$ cat src/core/sprs_pkg.sv
// Constants and types shared by the sensor power and reset sequencer
package sprs_pkg;

    // ----------------------------------------------------------------
    // Clock and timing
    // ----------------------------------------------------------------
    localparam int CLK_MHZ          = 125;
    localparam int TMR_W            = 32;
    localparam int RAIL_GAP_US      = 10;
    localparam int RAIL_GAP_CYC     = RAIL_GAP_US * CLK_MHZ;
    localparam int DOWN_GAP_US      = 0;
    // Zero gap is clamped to a count of one, so each step still takes two cycles
    localparam int DOWN_GAP_CYC     = (DOWN_GAP_US * CLK_MHZ < 1) ? 1 : DOWN_GAP_US * CLK_MHZ;
    localparam int RST_HOLD_MS      = 1;
    localparam int RST_HOLD_CYC     = RST_HOLD_MS * 1000 * CLK_MHZ;
    localparam int INIT_REFCLKS     = 850000;
    localparam int PLL_LOCK_MS      = 1;
    localparam int PLL_LOCK_CYC     = PLL_LOCK_MS * 1000 * CLK_MHZ;
    localparam int OFF_MS           = 100;
    localparam int OFF_CYC          = OFF_MS * 1000 * CLK_MHZ;
    localparam int REFCLK_HALF_CYC  = 4;

    // ----------------------------------------------------------------
    // Rails, lowest index powers up first
    // ----------------------------------------------------------------
    localparam int RAIL_N           = 5;
    localparam int RAIL_PLL         = 0;
    localparam int RAIL_ANALOG      = 1;
    localparam int RAIL_IO          = 2;
    localparam int RAIL_CORE        = 3;
    localparam int RAIL_SERIAL      = 4;

    // ----------------------------------------------------------------
    // Control register of the sensor
    // ----------------------------------------------------------------
    localparam logic [15:0] CTRL_REG_ADDR  = 16'h301a;
    localparam int          STREAM_BIT     = 2;
    localparam logic [15:0] CTRL_BASE_DATA = 16'h0000;

    typedef enum logic [3:0] {
        S_OFF_WAIT,
        S_IDLE,
        S_RAIL_UP,
        S_RESET,
        S_INIT,
        S_CONFIG,
        S_LOCK,
        S_READY,
        S_WR_ON,
        S_STREAM,
        S_WR_OFF,
        S_DRAIN,
        S_RAIL_DOWN
    } sprs_state_type;

endpackage : sprs_pkg

$ cat src/core/sprs_timer.sv
// Down-counting wait timer with a load pulse and a tick enable
`timescale 1ns/1ps
`default_nettype none
module sprs_timer
    import sprs_pkg::*;
(
    input  wire logic             clock_i,
    input  wire logic             resetn_i,
    input  wire logic             start_i,
    input  wire logic [TMR_W-1:0] count_i,
    input  wire logic             tick_i,
    output logic                  done_o
);
    logic [TMR_W-1:0] remain;
    logic             armed;

    always_ff @(posedge clock_i or negedge resetn_i)
    begin
        if (!resetn_i)
        begin
            remain <= '0;
            armed  <= 1'b0;
        end
        else if (start_i)
        begin
            remain <= count_i;
            armed  <= 1'b1;
        end
        else if (tick_i && remain != '0)
        begin
            remain <= remain - 1'b1;
        end
    end

    // Done holds until the next load; it ignores the load, which is built from it
    assign done_o = armed && (remain == '0);
endmodule : sprs_timer
`default_nettype wire

$ cat src/core/sprs_clkdiv.sv
// Divider giving a one-cycle enable at each reference clock half period
`timescale 1ns/1ps
`default_nettype none
module sprs_clkdiv
    import sprs_pkg::*;
(
    input  wire logic clock_i,
    input  wire logic resetn_i,
    input  wire logic run_i,
    output logic      tick_o
);
    logic [7:0] cnt;

    always_ff @(posedge clock_i or negedge resetn_i)
    begin
        if (!resetn_i)
            cnt <= 8'h00;
        else if (!run_i || cnt == 8'(REFCLK_HALF_CYC - 1))
            cnt <= 8'h00;
        else
            cnt <= cnt + 8'h01;
    end

    assign tick_o = run_i && (cnt == 8'(REFCLK_HALF_CYC - 1));
endmodule : sprs_clkdiv
`default_nettype wire

$ cat src/core/sprs_host.sv
// Host-side power, reset and streaming sequencer for the image sensor
// --------------------------------------------------------------------
// --------------------------------------------------------------------
`timescale 1ns/1ps
`default_nettype none
module sprs_host
    import sprs_pkg::*;
#(
    parameter int RST_HOLD  = RST_HOLD_CYC,
    parameter int INIT_CLKS = INIT_REFCLKS,
    parameter int PLL_LOCK  = PLL_LOCK_CYC,
    parameter int OFF_TIME  = OFF_CYC
)
(
    input  wire logic        clock_i,
    input  wire logic        resetn_i,
    input  wire logic        power_up_i,
    input  wire logic        power_down_i,
    input  wire logic        abrupt_off_i,
    input  wire logic        cfg_done_i,
    input  wire logic        stream_req_i,
    input  wire logic        reg_wr_ack_i,
    input  wire logic        stream_idle_i,
    output logic             pll_rail_en_o,
    output logic             analog_supply_rail_en_o,
    output logic             io_rail_en_o,
    output logic             core_rail_en_o,
    output logic             serial_output_supply_rail_en_o,
    output logic             reference_clock_input_o,
    output logic             sensor_resetn_o,
    output logic             cfg_allowed_o,
    output logic             reg_wr_req_o,
    output logic [15:0]      reg_wr_addr_o,
    output logic [15:0]      reg_wr_data_o,
    output logic             ready_o,
    output logic             streaming_o,
    output logic             powered_off_o
);
    // ----------------------------------------------------------------
    // State and helpers
    // ----------------------------------------------------------------
    sprs_state_type    state;
    sprs_state_type    next_state;
    logic [2:0]        rail_lvl;
    logic [RAIL_N-1:0] rail_en;
    logic              ref_clk;
    logic              ref_run;
    logic              div_tick;
    logic              ref_rise;
    logic              tmr_start;
    logic              tmr_done;
    logic              tmr_tick;
    logic [TMR_W-1:0]  tmr_count;
    logic              rail_step;
    logic              powered;
    logic              boot;

    assign ref_rise  = div_tick && !ref_clk;
    assign powered   = (state != S_OFF_WAIT) && (state != S_IDLE);
    assign rail_step = tmr_done && ((state == S_RAIL_UP && rail_lvl != 3'(RAIL_N))
                                 || (state == S_RAIL_DOWN && rail_lvl != 3'h0));
    assign tmr_start = boot || (next_state != state) || rail_step;
    // init in reference clocks
    // Initialization is counted in reference clocks, the rest in system cycles
    assign tmr_tick  = (state == S_INIT) ? ref_rise : 1'b1;

    sprs_timer u_timer (
        .clock_i  (clock_i),
        .resetn_i (resetn_i),
        .start_i  (tmr_start),
        .count_i  (tmr_count),
        .tick_i   (tmr_tick),
        .done_o   (tmr_done)
    );

    sprs_clkdiv u_clkdiv (
        .clock_i  (clock_i),
        .resetn_i (resetn_i),
        .run_i    (ref_run),
        .tick_o   (div_tick)
    );

    // ----------------------------------------------------------------
    // Next state
    // ----------------------------------------------------------------
    always_comb
    begin
        next_state = state;
        if (abrupt_off_i && powered)
        begin
            next_state = S_OFF_WAIT;
        end
        else
        begin
            unique case (state)
                S_OFF_WAIT:
                    if (tmr_done)
                        next_state = S_IDLE;
                S_IDLE:
                    if (power_up_i)
                        next_state = S_RAIL_UP;
                S_RAIL_UP:
                    if (tmr_done && rail_lvl == 3'(RAIL_N))
                        next_state = S_RESET;
                S_RESET:
                    if (power_down_i)
                        next_state = S_RAIL_DOWN;
                    else if (tmr_done)
                        next_state = S_INIT;
                S_INIT:
                    if (power_down_i)
                        next_state = S_RAIL_DOWN;
                    else if (tmr_done)
                        next_state = S_CONFIG;
                S_CONFIG:
                    if (power_down_i)
                        next_state = S_RAIL_DOWN;
                    else if (cfg_done_i)
                        next_state = S_LOCK;
                S_LOCK:
                    if (power_down_i)
                        next_state = S_RAIL_DOWN;
                    else if (tmr_done)
                        next_state = S_READY;
                S_READY:
                    if (power_down_i)
                        next_state = S_RAIL_DOWN;
                    else if (stream_req_i)
                        next_state = S_WR_ON;
                S_WR_ON:
                    if (reg_wr_ack_i)
                        next_state = S_STREAM;
                S_STREAM:
                    if (power_down_i || !stream_req_i)
                        next_state = S_WR_OFF;
                S_WR_OFF:
                    if (reg_wr_ack_i)
                        next_state = S_DRAIN;
                S_DRAIN:
                    if (stream_idle_i)
                        next_state = S_READY;
                S_RAIL_DOWN:
                    if (tmr_done && rail_lvl == 3'h0)
                        next_state = S_OFF_WAIT;
                default:
                    next_state = S_OFF_WAIT;
            endcase
        end
    end

    always_comb
    begin
        unique case (next_state)
            S_OFF_WAIT:  tmr_count = TMR_W'(OFF_TIME);
            S_RAIL_UP:   tmr_count = TMR_W'(RAIL_GAP_CYC);
            S_RESET:     tmr_count = TMR_W'(RST_HOLD);
            S_INIT:      tmr_count = TMR_W'(INIT_CLKS);
            S_LOCK:      tmr_count = TMR_W'(PLL_LOCK);
            S_RAIL_DOWN: tmr_count = TMR_W'(DOWN_GAP_CYC);
            default:     tmr_count = TMR_W'(1);
        endcase
    end

    always_ff @(posedge clock_i or negedge resetn_i)
    begin
        if (!resetn_i)
            state <= S_OFF_WAIT;
        else
            state <= next_state;
    end

    // No state change follows reset, so this loads the off-time wait
    always_ff @(posedge clock_i or negedge resetn_i)
    begin
        if (!resetn_i)
            boot <= 1'b1;
        else
            boot <= 1'b0;
    end

    // ----------------------------------------------------------------
    // Rails
    // ----------------------------------------------------------------
    always_ff @(posedge clock_i or negedge resetn_i)
    begin
        if (!resetn_i)
            rail_lvl <= 3'h0;
        else if (next_state == S_OFF_WAIT)
            rail_lvl <= 3'h0;
        else if (rail_step && state == S_RAIL_UP)
            rail_lvl <= rail_lvl + 3'h1;
        else if (rail_step)
            rail_lvl <= rail_lvl - 3'h1;
    end

    // Thermometer enables: a rail is on only with every lower rail on
    genvar gi;
    generate
        for (gi = 0; gi < RAIL_N; gi++)
        begin : g_rail
            always_ff @(posedge clock_i or negedge resetn_i)
            begin
                if (!resetn_i)
                    rail_en[gi] <= 1'b0;
                else
                    rail_en[gi] <= (next_state != S_OFF_WAIT)
                        && ((rail_step && state == S_RAIL_UP) ? (rail_lvl >= 3'(gi))
                        : (rail_step ? (rail_lvl > 3'(gi + 1)) : (rail_lvl > 3'(gi))));
            end
        end
    endgenerate

    assign pll_rail_en_o                  = rail_en[RAIL_PLL];
    assign analog_supply_rail_en_o        = rail_en[RAIL_ANALOG];
    assign io_rail_en_o                   = rail_en[RAIL_IO];
    assign core_rail_en_o                 = rail_en[RAIL_CORE];
    assign serial_output_supply_rail_en_o = rail_en[RAIL_SERIAL];

    // ----------------------------------------------------------------
    // Reference clock and sensor reset
    // ----------------------------------------------------------------
    always_ff @(posedge clock_i or negedge resetn_i)
    begin
        if (!resetn_i)
            ref_run <= 1'b0;
        else
            ref_run <= (next_state inside {S_RESET, S_INIT, S_CONFIG, S_LOCK,
                        S_READY, S_WR_ON, S_STREAM, S_WR_OFF, S_DRAIN});
    end

    always_ff @(posedge clock_i or negedge resetn_i)
    begin
        if (!resetn_i)
            ref_clk <= 1'b0;
        // A cut stops the clock together with the rails
        else if (!ref_run || next_state == S_OFF_WAIT)
            ref_clk <= 1'b0;
        else if (div_tick)
            ref_clk <= !ref_clk;
    end

    assign reference_clock_input_o = ref_clk;

    always_ff @(posedge clock_i or negedge resetn_i)
    begin
        if (!resetn_i)
            sensor_resetn_o <= 1'b0;
        else
            sensor_resetn_o <= ref_run && (next_state != S_RESET)
                && (next_state != S_RAIL_DOWN) && (next_state != S_OFF_WAIT);
    end

    // ----------------------------------------------------------------
    // Register writes and status
    // ----------------------------------------------------------------
    always_ff @(posedge clock_i or negedge resetn_i)
    begin
        if (!resetn_i)
            cfg_allowed_o <= 1'b0;
        else
            cfg_allowed_o <= (next_state == S_CONFIG);
    end

    always_ff @(posedge clock_i or negedge resetn_i)
    begin
        if (!resetn_i)
        begin
            reg_wr_req_o  <= 1'b0;
            reg_wr_addr_o <= 16'h0000;
            reg_wr_data_o <= 16'h0000;
        end
        else
        begin
            reg_wr_req_o  <= (next_state == S_WR_ON) || (next_state == S_WR_OFF);
            reg_wr_addr_o <= CTRL_REG_ADDR;
            reg_wr_data_o <= CTRL_BASE_DATA;
            reg_wr_data_o[STREAM_BIT] <= (next_state == S_WR_ON);
        end
    end

    always_ff @(posedge clock_i or negedge resetn_i)
    begin
        if (!resetn_i)
        begin
            ready_o       <= 1'b0;
            streaming_o   <= 1'b0;
            powered_off_o <= 1'b1;
        end
        else
        begin
            ready_o       <= (next_state == S_READY);
            streaming_o   <= (next_state == S_STREAM);
            powered_off_o <= (next_state == S_OFF_WAIT) || (next_state == S_IDLE);
        end
    end

    // ----------------------------------------------------------------
    // Checks
    // ----------------------------------------------------------------
    logic [TMR_W-1:0] hold_cnt;
    logic [TMR_W-1:0] init_cnt;
    logic [TMR_W-1:0] lock_cnt;
    logic [TMR_W-1:0] off_cnt;

    always_ff @(posedge clock_i or negedge resetn_i)
    begin
        if (!resetn_i)
        begin
            hold_cnt <= '0;
            init_cnt <= '0;
            lock_cnt <= '0;
            off_cnt  <= '0;
        end
        else
        begin
            hold_cnt <= !ref_run ? '0 : hold_cnt + TMR_W'(hold_cnt != '1);
            init_cnt <= !sensor_resetn_o ? '0 : init_cnt + TMR_W'(ref_rise);
            lock_cnt <= (state == S_CONFIG) ? '0 : lock_cnt + TMR_W'(lock_cnt != '1);
            off_cnt  <= (rail_en != '0) ? '0 : off_cnt + TMR_W'(off_cnt != '1);
        end
    end

    AST_PLL_FIRST: assert property (@(posedge clock_i) disable iff (!resetn_i)
        (rail_en[RAIL_N-1:1] != '0) |-> rail_en[RAIL_PLL])
        else $error("rail on without PLL rail");
    AST_RAIL_ORDER: assert property (@(posedge clock_i) disable iff (!resetn_i)
        (((rail_en + 5'h01) & rail_en) == 5'h00)
        && !($rose(rail_en[RAIL_ANALOG]) && $rose(rail_en[RAIL_PLL])))
        else $error("rails out of order");
    AST_CLK_AFTER_RAILS: assert property (@(posedge clock_i) disable iff (!resetn_i)
        $rose(ref_clk) |-> (&rail_en))
        else $error("reference clock before rails");
    AST_RESET_HOLD: assert property (@(posedge clock_i) disable iff (!resetn_i)
        $rose(sensor_resetn_o) |-> (hold_cnt >= TMR_W'(RST_HOLD)))
        else $error("sensor reset released early");
    AST_INIT_WAIT: assert property (@(posedge clock_i) disable iff (!resetn_i)
        $rose(cfg_allowed_o) |-> (init_cnt >= TMR_W'(INIT_CLKS)) && sensor_resetn_o)
        else $error("configuration before initialization");
    AST_LOCK_WAIT: assert property (@(posedge clock_i) disable iff (!resetn_i)
        $rose(reg_wr_req_o) && reg_wr_data_o[STREAM_BIT]
        |-> (lock_cnt >= TMR_W'(PLL_LOCK)))
        else $error("streaming before PLL lock");
    AST_STREAM_WRITE: assert property (@(posedge clock_i) disable iff (!resetn_i)
        (state == S_WR_ON) && reg_wr_ack_i
        |=> streaming_o && (reg_wr_addr_o == CTRL_REG_ADDR) && !reg_wr_req_o)
        else $error("stream on write malformed");
    AST_DOWN_ORDER: assert property (@(posedge clock_i) disable iff (!resetn_i)
        $fell(rail_en[RAIL_SERIAL]) && !$past(abrupt_off_i)
        |-> !streaming_o && !sensor_resetn_o && rail_en[RAIL_CORE] ##2 !rail_en[RAIL_CORE])
        else $error("ordered power-down broken");
    AST_ABRUPT: assert property (@(posedge clock_i) disable iff (!resetn_i)
        abrupt_off_i && rail_en[RAIL_PLL] |=> (rail_en == '0) && powered_off_o)
        else $error("abrupt cut left a rail on");
    AST_OFF_TIME: assert property (@(posedge clock_i) disable iff (!resetn_i)
        $rose(rail_en[RAIL_PLL]) |-> (off_cnt >= TMR_W'(OFF_TIME)))
        else $error("power-up too soon after power-down");
endmodule : sprs_host
`default_nettype wire

$ cat config.mk
export PLATFORM = sky130hd
export DESIGN_NAME = sprs_host
export DESIGN_NICKNAME = d
export VERILOG_FILES = /design/src/core/sprs_pkg.sv /design/src/core/sprs_timer.sv /design/src/core/sprs_clkdiv.sv /design/src/core/sprs_host.sv
export SDC_FILE = /design/constraint.sdc
export NUM_CORES = 1
export LEC_CHECK = 0
export CORE_MARGIN = 5
export CORE_UTILIZATION = 58
export CTS_CLUSTER_DIAMETER = 50
export DETAILED_ROUTE_END_ITERATION = 8
export DONT_BUFFER_PORTS = 1
export PLACE_DENSITY = 0.75
export SLEW_MARGIN = 25
export SYNTH_ARGS = -nofsm -noshare
export SYNTH_HDL_FRONTEND = slang
export SYNTH_HIERARCHICAL = 1
export SYNTH_SLANG_ARGS = --single-unit
$ cat constraint.sdc
create_clock -name clock_i -period 4.4 [get_ports clock_i]
set_input_delay 0.44 -clock clock_i [delete_from_list [all_inputs] [get_ports clock_i]]
set_output_delay 0.44 -clock clock_i [all_outputs]
set_load 0.005 [all_outputs]
# After elaboration in Yosys (flattened, before gate mapping)
# Index checks and enable logic that the tools add are counted.
# totals
word_cells	150
regBits	64
# op_classes
add_sub_neg	4
n_reduce_logical	44
n_mux	40
magnitude_cmp	11
n_eq_ne	30
# op_table
operator	n
one-hot mux 24 bit (4 select lines)	1
2-to-1 mux 4 bit	19
2-to-1 mux 32 bit	2
one-hot mux 4 bit (13 select lines)	1
equality test 4 bit, second input constant	9
equality test 4 x 3 -> 1 bit, second input constant	8
logical NOT 32 bit	1
nonzero test 32 bit	1
subtractor 32 x 1 -> 32 bit, second input constant	1
logical AND 1 bit	20
equality test 4 x 2 -> 1 bit, second input constant	4
2-to-1 mux 1 bit	13
2-to-1 mux 3 bit	3
nonzero test 9 bit	1
adder 8 x 1 -> 8 bit, second input constant	1
equality test 4 x 1 -> 1 bit, second input constant	2
equality test 8 x 2 -> 1 bit, second input constant	1
logical NOT 4 bit	2
logical OR 1 bit	8
2-to-1 mux 8 bit	1
nonzero test 4 bit	2
>= comparator 3 x 1 -> 1 bit, second input constant	2
>= comparator 3 x 2 -> 1 bit, second input constant	2
> comparator 3 x 1 -> 1 bit, second input constant	2
other kinds (16)	22

# Longest topological paths before layout
# Gate-level depths: netlist of run 1.
# depth
word_depth	10
mapped_depth	17
ltp_nobuf	16

# Modules after synthesis
# The synthesis of run 1 kept the hierarchy.
# by_module_without_submodules
mod	area_each_um2	cells_per_inst	n_inst
sprs_timer	2055.7	221	1
sprs_host	1911.8	230	1
sprs_clkdiv	399.1	39	1

# Worst setup path before layout of run 1
# Ideal clock, no wire load.
# synth_timing
path_kind	reg2reg
start	register u_timer.remain[12]
end	register u_timer.remain[29]
setup_time_ps	116
stages_incl_launch_ff	17
arrival_ps	4086
n_path_buf	2
path_slack_ps	198
cell_sequence	dfrtp_1 -> or3_1 -> buf_6 -> or4_4 -> buf_6 -> nor2_1 -> and3_1 -> nand3b_1 -> a32o_1 -> mux2i_1 -> a31oi_1 -> nor3b_1 -> o2111ai_1 -> inv_1 -> o21ai_0 -> or3_1 -> o311ai_0
# synth_between
elab_chain_cells	10
# synth_rtl
element	line_no	rtl
start: declaration	sprs_timer.sv:14	logic [TMR_W-1:0] remain;
start signal: assignment	sprs_timer.sv:26	remain <= count_i;
start signal: assignment	sprs_timer.sv:31	remain <= remain - 1'b1;
logical NOT 32 bit *	sprs_timer.sv:36	assign done_o = armed && (remain == '0);
logical AND 1 bit *	sprs_timer.sv:36	
via tmr_done	sprs_host.sv:51	logic tmr_done;
2-to-1 mux 4 bit (tied with other cells)	sprs_host.sv:123	else if (tmr_done)
2-to-1 mux 4 bit (on tied branches)	--	
one-hot mux 4 bit (13 select lines)	sprs_host.sv:95	unique case (state)
2-to-1 mux 4 bit	sprs_host.sv:89	if (abrupt_off_i && powered)
!= test 4 bit	sprs_host.sv:62	assign tmr_start = boot || (next_state != state) || rail_step;
logical OR 1 bit	sprs_host.sv:62	
logical OR 1 bit *	sprs_host.sv:62	
via tmr_start	sprs_host.sv:50	logic tmr_start;
2-to-1 mux 32 bit / nonzero test 2 bit (equally long branches)	--	
# Mark *: on every way through the listed nets, which the timed path passes. The rest lies on a longest branch. The select of a mux whose other input is x is not followed.
# A chain may end at the register's enable or synchronous reset.

# Worst setup path in the final report of run 1
# layout_timing
start	register u_timer.remain[19]
end	register u_timer.remain[19]
# Same word-level chain as after synthesis.

==> run_results.csv, run 1 <==
group,metric,value,unit
synthesis,syn_area_per_cell,8.91,um2
global_routing,grt_pass1_wl,16900,um
global_routing,met2_usage,34.3,%
synthesis,synth_edf_count,0,
setup_path,startpoint,"u_timer/remain[19]$_DFFE_PN0P_",
setup_path,worst-path-stages,13,
final_layout,fin_cells,606,
final_layout,layout_commonest_cell,"dfrtp_1",
hold_path,hold_depth,2,
setup_path,arrival,4.46,ns
final_layout,nNetsFinal,519,
global_routing,grtUsageMet3,4.03,%
hold_path,hold_class,"input pin to flop",
synthesis,synth_seq_cells,64,
sta,finalClockSkew,0.00922,ns
synthesis,synth_cells,490,
sta,max_freq,239,MHz
setup_path,critical_path_class,"flop to flop",
sta,timing.final.crit_period,4.19,ns
placed_design,gp_congestion,0.890,
route,first_pass_iters,5,
cts,clock_latency,0.34,ns
synthesis,seq_area_frac_synth,36.7,%
route,num_vias,3689,
route,dr.first_iter.drc_count,185,
run,maxCapViolCount,0,
setup_path,crit_path_max_fanout,41,
die,die-area,9360,um2
cts,numCtsBuffers,9,
cts,htreeDepth,3,
sta,rsz0062_at_grt,"no",
setup_path,reg2reg_depth,13,
setup_path,crit_chain,"or4_1, or4_4, nor2_1, and3_1, nand3b_1, a32o_1, mux2_2, o2111ai_1, nor3b_2, o2111ai_2, buf_4, or4_1, nand3_1",
die,core-area,7290,um2
cts,clkTransAtPathRegs,0.08,ns
final_layout,final_cell_mix,"dfrtp_1, nor2_1, nand2_1, conb_1, o21ai_0",
setup_path,critPathCaptureType,"flop",
hold_path,min-delay-start,"abrupt_off_i",
die,io_pins,53,
global_routing,grtUsageMet1,28.9,%
cts,root_buffer,"clkbuf_8",
setup_path,slowest_stage,"or4_1",
setup_path,cp_top_family,"simple AND/OR/NAND/NOR gates",
final_layout,area_growth,7.19,%
synthesis,synthFlopType,"dfrtp_1",
setup_path,cp_num_buf_inv,1,
final_layout,n_antenna_cell,0,
sta,maxSlewHeadroom,47.3,%
global_routing,grt_pass1_vias,3485,
setup_path,required,4.67,ns
route,final_antenna_net_count,0,
die,die_w,96.8,um
global_routing,grtUsageTotal,21.4,%
setup_path,crit_path_frequent_cell,"or4_1",
setup_path,reg2reg_from,"u_timer/remain[19]$_DFFE_PN0P_",
cts,post_cts_buffers,0,
synthesis,ys_types,68,
cts,clock-sinks,64,
die,die_h,96.8,um
cts,clockBufferDepth,2,
sta,period_share,95.3,%
global_routing,overflow,0,
route,vias_per_cell,6.09,
sta,totalNegativeSetupSlack,0,ns
die,initial_core_util,59.9,%
setup_path,startpoint_type,"flop",
pwr,ir_drop,263,uV
sta,setup_viol_count_final,0,
placed_design,post-dp-hpwl,6810,um
route,drt_drc_violations_left,0,
global_routing,grt_max_degree,65,
global_routing,antenna_found_initial,0,
setup_path,critPathMaxStageDelay,0.57,ns
sta,hold_violations,0,
route,wl_per_cell,16.6,um
final_layout,drive_above_1_share,12.2,%
global_routing,top_usage_layer,"met2",
placed_design,port_buffers,0,
cts,cts_tree,"done",
sta,slew_violations,0,
pwr,power_density,629,nW/um2
synthesis,async_flop_share,100,%
route,drt_wl_total,10100,um
die,rows,31,
synthesis,synth_area,4370,um2
pwr,leakage,1.90,nW
synthesis,ys_warn_count,6,
pwr,power.total,2.94,mW
placed_design,dp_cells,588,
sta,max_slew.worst_pin.slew,0.783,ns
outcome,status,"complete, no violations",
-- per-layer routing --
layer  up-vias  part of all wire, %
met4         0                  2.3
met3        20                  6.1
met2       142                   47
met1      1768                   44
met5         -                    0
li1       1759                    -
-- worst paths after layout --
check                                                  to  slack [ns]
min in group asynchronous              state[2]$_DFF_PN0_        0.62
setup reg to reg           u_timer/remain[19]$_DFFE_PN0P_        0.21
hold / removal                         state[3]$_DFF_PN0_        0.45
hold reg to reg                 u_timer/armed$_DFFE_PN0P_        0.47
setup / recovery           u_timer/remain[19]$_DFFE_PN0P_        0.21
max in group asynchronous                  boot$_DFF_PN1_        3.42
-- registers in the layout (all words and copies together), names as in the netlist --
name / count
reference_clock_input_o: 1
analog_supply_rail_en_o: 1
reg_wr_data_o: 1
reg_wr_req_o: 1
reg_wr_addr_o: 1
streaming_o: 1
io_rail_en_o: 1
sensor_resetn_o: 1
cfg_allowed_o: 1
state: 4
u_clkdiv/cnt: 8
powered_off_o: 1
pll_rail_en_o: 1
rail_lvl: 3
ready_o: 1
boot: 1
serial_output_supply_rail_en_o: 1
ref_run: 1
u_timer/armed: 1
u_timer/remain: 32
core_rail_en_o: 1
-- area by class of cell --
| type | instances | area, um2 |
|---|---|---|
| well taps | 99 | 124 |
| inverters | 16 | 60.1 |
| repair buffers | 17 | 150 |
| flip-flops and latches | 64 | 1600 |
| fillers | 609 | 2610 |
| multi-input cells | 394 | 2520 |
| clock buffers | 10 | 138 |
| clock inverters | 6 | 82.6 |
-- metrics by stage --
step | setup slack [ns] | cell area, um2 | util [%] | hold WS [ns]
after floorplan | 0.198 | 4510 | - | 0.144
after global placement | 0.318 | 4400 | 60.3 | 0.146
after detailed placement | 0.114 | 4400 | 60.3 | 0.146
after CTS | 0.0915 | 4650 | 63.8 | 0.425
after global routing | 0.0142 | 4680 | 64.2 | 0.475
final | 0.209 | 4680 | 64.2 | 0.446
-- Yosys cell counts, types with 7 or more instances --
cell	number	area, um2
dfrtp_1	62	1550
nor2_1	44	165
nand2_1	40	150
o21ai_0	36	180
buf_4	30	225
a21oi_1	24	120
clkbuf_1	16	60.1
inv_1	16	60.1
nand3_1	12	60.1
xor2_1	12	105
or3_1	11	68.8
xnor2_1	11	96.3
nor3_1	10	50.1
a31oi_1	9	56.3
nor2b_1	9	56.3
nor4_1	9	56.3
ha_1	8	100
o2111ai_1	8	70.1
o211ai_1	8	60.1
or4_1	7	52.6
-- kinds of logic (layout without fill, tap and decap cells) --
group / count (synthesis) / count (layout) / share of synthesized area [%]
muxes: 9 / 9 / 2.32
adders and majority gates: 8 / 8 / 2.29
AOI/OAI and AO/OA: 128 / 128 / 21.2
DFF: 64 / 64 / 36.7
other: 2 / 40 / 0.172
and+or+nand+nor: 186 / 186 / 23.1
buffers and inverters: 70 / 49 / 9.54
xor gates and xnor gates: 23 / 23 / 4.61
-- report_power, final --
group	internal, mW	total [mW]	switching, mW
logic	0.581	1.40	0.816
registers	0.773	0.983	0.209
clock network	0.331	0.563	0.232
total	1.69	2.94	1.26
-- timing repair --
action / 4_1_cts / 5_1_grt
resized for setup: 0 / 3
hold endpoints to repair: 64 / 0
endpoints found under the setup margin: 0 / 8
hold buffers: 2 / 0
No activity file was read; power rests on OpenSTA's default activity.
==> run 2: changes to the inputs <==
- CORE_UTILIZATION: 58 -> 64
- PLACE_DENSITY: 0.75 -> 0.79
- clock period: 4.4 -> 4.2 ns (I/O delays scaled with it)
==> run 2 against run 1 <==
- fmax grew 1.7%
- sequential share of layout area shrank 0.47 points
- critical path type unchanged
- non-clock buffer count grew 3
- combinational power grew 11%
- cell area grew 1.4%
- clock power grew 14%
- sequential power grew 5%
- final cell count shrank 2.6%
- largest power group unchanged
- global-route usage grew 3.2 points
- critical path depth is the same
- core utilization grew 6.4 points
==> run_results.csv, run 2 (synthesized netlist as in run 1, its figures left out) <==
group,metric,value,unit
die,die_h,92.6,um
setup_path,reg2reg_setup_slack,0.08,ns
pwr,seq_power_share,31.7,%
route,wl_per_cell,17.1,um
final_layout,n_antenna_cell,0,
placed_design,place_area,4400,um2
setup_path,cp_num_buf_inv,1,
setup_path,arrival,4.40,ns
setup_path,startpoint_type,"flop",
cts,htreeDepth,3,
final_layout,top_register,"u_timer/remain",
route,num_vias,3688,
final_layout,layout_commonest_cell,"dfrtp_1",
pwr,ir_drop,319,uV
global_routing,grtUsageTotal,24.7,%
route,drt_wl_total,10100,um
sta,totalNegativeSetupSlack,0,ns
final_layout,nNetsFinal,522,
route,drt_drc_violations_left,0,
sta,maxSlewHeadroom,39.6,%
die,die-area,8570,um2
cts,clock_latency,0.35,ns
run,maxCapViolCount,0,
sta,max_freq,243,MHz
pwr,switching_power,1.34,mW
pwr,power.total,3.23,mW
placed_design,post-dp-hpwl,6670,um
pwr,leakage,1.92,nW
die,die_w,92.6,um
final_layout,final.fill_count,499,
sta,timing.final.crit_period,4.12,ns
route,first_pass_iters,5,
pwr,p_int,1.90,mW
pwr,power_density,681,nW/um2
hold_path,hold_class,"input pin to flop",
sta,hold_violations,0,
cts,numCtsBuffers,9,
route,vias_per_cell,6.25,
die,core-area,6720,um2
die,rows,30,
final_layout,largest_reg_flops,32,
cts,clock-sinks,64,
final_layout,drive_above_1_share,12.9,%
setup_path,cp_top_family,"simple AND/OR/NAND/NOR gates",
die,initial_core_util,65.0,%
pwr,clkPwrFrac,19.9,%
setup_path,critPathCaptureType,"flop",
cts,clkTransAtPathRegs,0.08,ns
global_routing,grt_pass1_vias,3430,
cts,clockBufferDepth,2,
pwr,comb_power_share,48.4,%
route,final_antenna_net_count,0,
sta,finalClockSkew,0.0127,ns
global_routing,grt_max_degree,65,
final_layout,area_growth,8.68,%
setup_path,crit_path_frequent_cell,"or4_1",
setup_path,slowest_stage,"or4_1",
pwr,swShare,41.3,%
sta,max_slew.worst_pin.slew,0.898,ns
cts,cts_tree,"done",
sta,slew_violations,0,
setup_path,critPathMaxStageDelay,0.56,ns
final_layout,final_cell_mix,"dfrtp_1, nor2_1, nand2_1, conb_1, o21ai_0",
setup_path,required,4.48,ns
global_routing,overflow,0,
final_layout,top_regs,"u_timer/remain x32, u_clkdiv/cnt x8, state x4",
placed_design,gp_congestion,0.921,
die,io_pins,53,
cts,root_buffer,"clkbuf_8",
sta,setup_viol_count_final,0,
sta,period_share,98.1,%
global_routing,antenna_found_initial,0,
route,dr.first_iter.drc_count,291,
outcome,status,"complete, no violations",
final_layout,fin_util,70.6,%
setup_path,crit_chain,"or4_1, or4_4, nor2_2, and3_4, nand3b_1, a32o_1, mux2_2, o2111ai_2, nor3b_4, o2111ai_4, buf_12, or4_1, nand3_1",
placed_design,port_buffers,0,
final_layout,design_area,4750,um2
global_routing,grt_pass1_wl,16900,um
setup_path,critical_path_class,"flop to flop",
setup_path,crit_path_max_fanout,21,
==> run 2: cell types whose count changed in the layout (fill, tap and decap cells not counted), sizes merged <==
cell | before | now
buf | 16 | 18
bufinv | 2 | 3
clkbuf | 10 | 11
clkinv | 3 | 2
==> run 2: through the flow <==
step	worst slack (ns)	hold slack (ns)	std cells
3_5_place_dp	0.0346	0.126	570
3_3_place_gp	0.186	0.126	570
6_report	0.0806	0.411	590
4_1_cts	0.0162	0.392	588
5_1_grt	-0.0230	0.403	590
2_1_floorplan	0.0119	0.124	528
==> run 2: power by group through the flow <==
| stage | clock network [mW] | registers [mW] | logic (mW) |
|---|---|---|---|
| 2_1_floorplan | 0 | 0.936 | 1.16 |
| 3_3_place_gp | 0 | 1.02 | 1.39 |
| 3_5_place_dp | 0 | 1.03 | 1.42 |
| 4_1_cts | 0.649 | 1.02 | 1.45 |
| 5_1_grt | 0.678 | 1.06 | 1.71 |
| 6_report | 0.643 | 1.03 | 1.56 |
==> run 2: layout make-up <==
class / instances / area [um2] / share of cell area (%)
clock buffers: 10 / 128 / 2.69
clock inverters: 6 / 108 / 2.27
inverters: 16 / 60.1 / 1.27
multi-input cells: 394 / 2540 / 53.5
flip-flops and latches: 64 / 1600 / 33.8
well taps: 80 / 100 / 2.11
repair buffers: 20 / 206 / 4.35
==> run 2: metal layers <==
layer / GRT usage, % / share of wire (%)
met1: 34.6 / 45
met2: 38.2 / 48
met3: 4.06 / 5.3
met4: 9.53 / 1.8
met5: 0 / 0
==> run 2: timing repair <==
item | 4_1_cts | 5_1_grt
buffers inserted | 0 | 1
endpoints found under the hold margin | 64 | 0
hold buffers | 2 | 0
setup endpoints to repair | 0 | 17
resized for setup | 0 | 11
==> run 2: worst paths after layout <==
kind | start | end | depth (start not counted)
worst max register to register | u_timer/remain[19]$_DFFE_PN0P_ | u_timer/remain[19]$_DFFE_PN0P_ | 13
min in group asynchronous | resetn_i | u_clkdiv/cnt[7]$_DFF_PN0_ | 2
worst min-delay path | abrupt_off_i | state[3]$_DFF_PN0_ | 2
max in group asynchronous | resetn_i | boot$_DFF_PN1_ | 2
worst min register to register | u_clkdiv/cnt[0]$_DFF_PN0_ | u_clkdiv/cnt[0]$_DFF_PN0_ | 1
worst max-delay path | u_timer/remain[19]$_DFFE_PN0P_ | u_timer/remain[19]$_DFFE_PN0P_ | 13
==> run 3: changes to the inputs <==
--- a/config.mk
+++ b/config.mk
@@ -11,5 +11,5 @@
 export DETAILED_ROUTE_END_ITERATION = 8
 export DONT_BUFFER_PORTS = 1
-export PLACE_DENSITY = 0.79
+export PLACE_DENSITY = 0.87
 export SLEW_MARGIN = 25
 export SYNTH_ARGS = -nofsm -noshare
==> constraint.sdc (replaced) <==
create_clock -name clock_i -period 4.2 [get_ports clock_i]
set_input_delay 0.42 -clock clock_i [delete_from_list [all_inputs] [get_ports clock_i]]
set_output_delay 0.42 -clock clock_i [all_outputs]
set_load 0.01 [all_outputs]
==> run 3 against run 2 <==
- global-route usage decreased by 0.41 points
- highest routed layer unchanged
- largest cell class unchanged
- register-to-register slack better by 0.07 ns
- fmax rose by 1.7%
==> run_results.csv, run 3 (synthesized netlist as in run 1, its figures left out) <==
group,metric,value,unit
global_routing,overflow,0,
route,final_antenna_net_count,0,
cts,clockBufferDepth,2,
sta,timing.final.crit_period,4.05,ns
route,wl_per_cell,17.0,um
placed_design,place_area,4410,um2
die,core-area,6720,um2
final_layout,seq_area,1600,um2
placed_design,post-dp-hpwl,6760,um
setup_path,critical_path_class,"flop to flop",
cts,root_buffer,"clkbuf_8",
route,dr.first_iter.drc_count,352,
pwr,power_density,660,nW/um2
setup_path,reg2reg_setup_slack,0.15,ns
final_layout,layout_commonest_cell,"dfrtp_1",
placed_design,dp_cells,572,
sta,maxSlewHeadroom,54.0,%
cts,clkTransAtPathRegs,0.07,ns
cts,numCtsBuffers,9,
route,drt_wl_total,10100,um
sta,setup_viol_count_final,0,
setup_path,crit_path_max_fanout,21,
setup_path,required,4.49,ns
die,die_w,92.6,um
cts,clock_latency,0.35,ns
setup_path,startpoint_type,"flop",
route,num_vias,3816,
global_routing,grt_pass1_vias,3474,
setup_path,arrival,4.34,ns
die,die_h,92.6,um
setup_path,critPathCaptureType,"flop",
cts,cts_tree,"done",
global_routing,grtUsageTotal,24.2,%
outcome,status,"complete, no violations",
final_layout,final.fill_count,499,
die,rows,30,
placed_design,gp_congestion,0.898,
final_layout,final_cell_mix,"dfrtp_1, nor2_1, conb_1",
die,io_pins,53,
final_layout,drive_above_1_share,13.3,%
run,maxCapViolCount,0,
route,drt_drc_violations_left,0,
pwr,leakage,1.90,nW
hold_path,hold_class,"input pin to flop",
cts,htreeDepth,3,
route,vias_per_cell,6.45,
global_routing,grt_pass1_wl,16700,um
sta,max_slew.worst_pin.slew,0.684,ns
final_layout,top_regs,"u_timer/remain x32, u_clkdiv/cnt x8, state x4",
final_layout,top_register,"u_timer/remain",
die,initial_core_util,65.0,%
sta,max_freq,247,MHz
global_routing,grt_max_degree,65,
route,first_pass_iters,5,
cts,clock-sinks,64,
pwr,ir_drop,341,uV
final_layout,n_antenna_cell,0,
sta,finalClockSkew,0.00658,ns
die,die-area,8570,um2
sta,hold_violations,0,
placed_design,port_buffers,0,
global_routing,antenna_found_initial,0,
final_layout,design_area,4680,um2
sta,slew_violations,0,
final_layout,fin_cells,592,
final_layout,nNetsFinal,524,
final_layout,largest_reg_flops,32,
final_layout,area_growth,7.28,%
final_layout,multiInputGateArea,2530,um2
sta,period_share,96.4,%
## run 3: worst max-delay path, cell delays in order (launching register included)
cell,delay (ns)
dfrtp_1,0.42
or4_1,0.55
or4_4,0.44
nor2_1,0.15
and3_1,0.20
nand3b_1,0.12
a32o_1,0.31
mux2_2,0.33
o2111ai_1,0.19
nor3b_2,0.25
o2111ai_4,0.19
buf_12,0.20
or4_1,0.52
nand3_1,0.09
## run 3: final cells by class
type	count	share of cell area [%]
clock buffer	10	2.94
multi-input combinational	394	54.0
sequential	64	34.2
timing repair buffer	22	4.65
inverter	16	1.28
tap	80	2.14
clock inverter	6	0.748
## run 3: what timing repair did
item | CTS | global route
endpoints found under the hold margin | 64 | 0
buffers inserted | 0 | 1
setup endpoints to repair | 0 | 5
hold buffers | 2 | 0
resized for setup | 0 | 7
## run 3: path summary, 6_finish.rpt
path	startpoint	endpoint	cells after the start
max	u_timer/remain[19]$_DFFE_PN0P_	u_timer/remain[19]$_DFFE_PN0P_	13
min	abrupt_off_i	state[0]$_DFF_PN0_	2
max reg2reg	u_timer/remain[19]$_DFFE_PN0P_	u_timer/remain[19]$_DFFE_PN0P_	13
min reg2reg	u_timer/armed$_DFFE_PN0P_	u_timer/armed$_DFFE_PN0P_	1
max in group asynchronous	resetn_i	boot$_DFF_PN1_	2
min in group asynchronous	resetn_i	state[2]$_DFF_PN0_	2
## run 3: report_power, final
part / total [mW] / internal (mW) / switching, mW
clock: 0.476 / 0.225 / 0.250
sequential: 1.04 / 0.810 / 0.228
combinational: 1.58 / 0.686 / 0.894
## run 3: routing by layer
| metal | track usage, % | vias to the layer above | wire [um] |
|---|---|---|---|
| met3 | 4.22 | 27 | 666 |
| met4 | 10.8 | 0 | 257 |
| met1 | 32.7 | 1841 | 4380 |
| li1 | - | 1768 | - |
| met5 | 0 | - | 0 |
| met2 | 38.2 | 180 | 4790 |
## run 3: stage by stage
step | setup WS (ns) | util, % | total power, mW | hold slack [ns] | setup TNS [ns]
floorplan | 0.0119 | - | 2.10 | 0.124 | 0
global placement | 0.256 | 65.6 | 2.40 | 0.126 | 0
detailed placement | 0.103 | 65.6 | 2.46 | 0.126 | 0
CTS | 0.0639 | 68.8 | 2.96 | 0.356 | 0
global route | -0.0262 | 69.7 | 3.31 | 0.392 | -0.0262
finish | 0.151 | 69.7 | 3.09 | 0.381 | 0
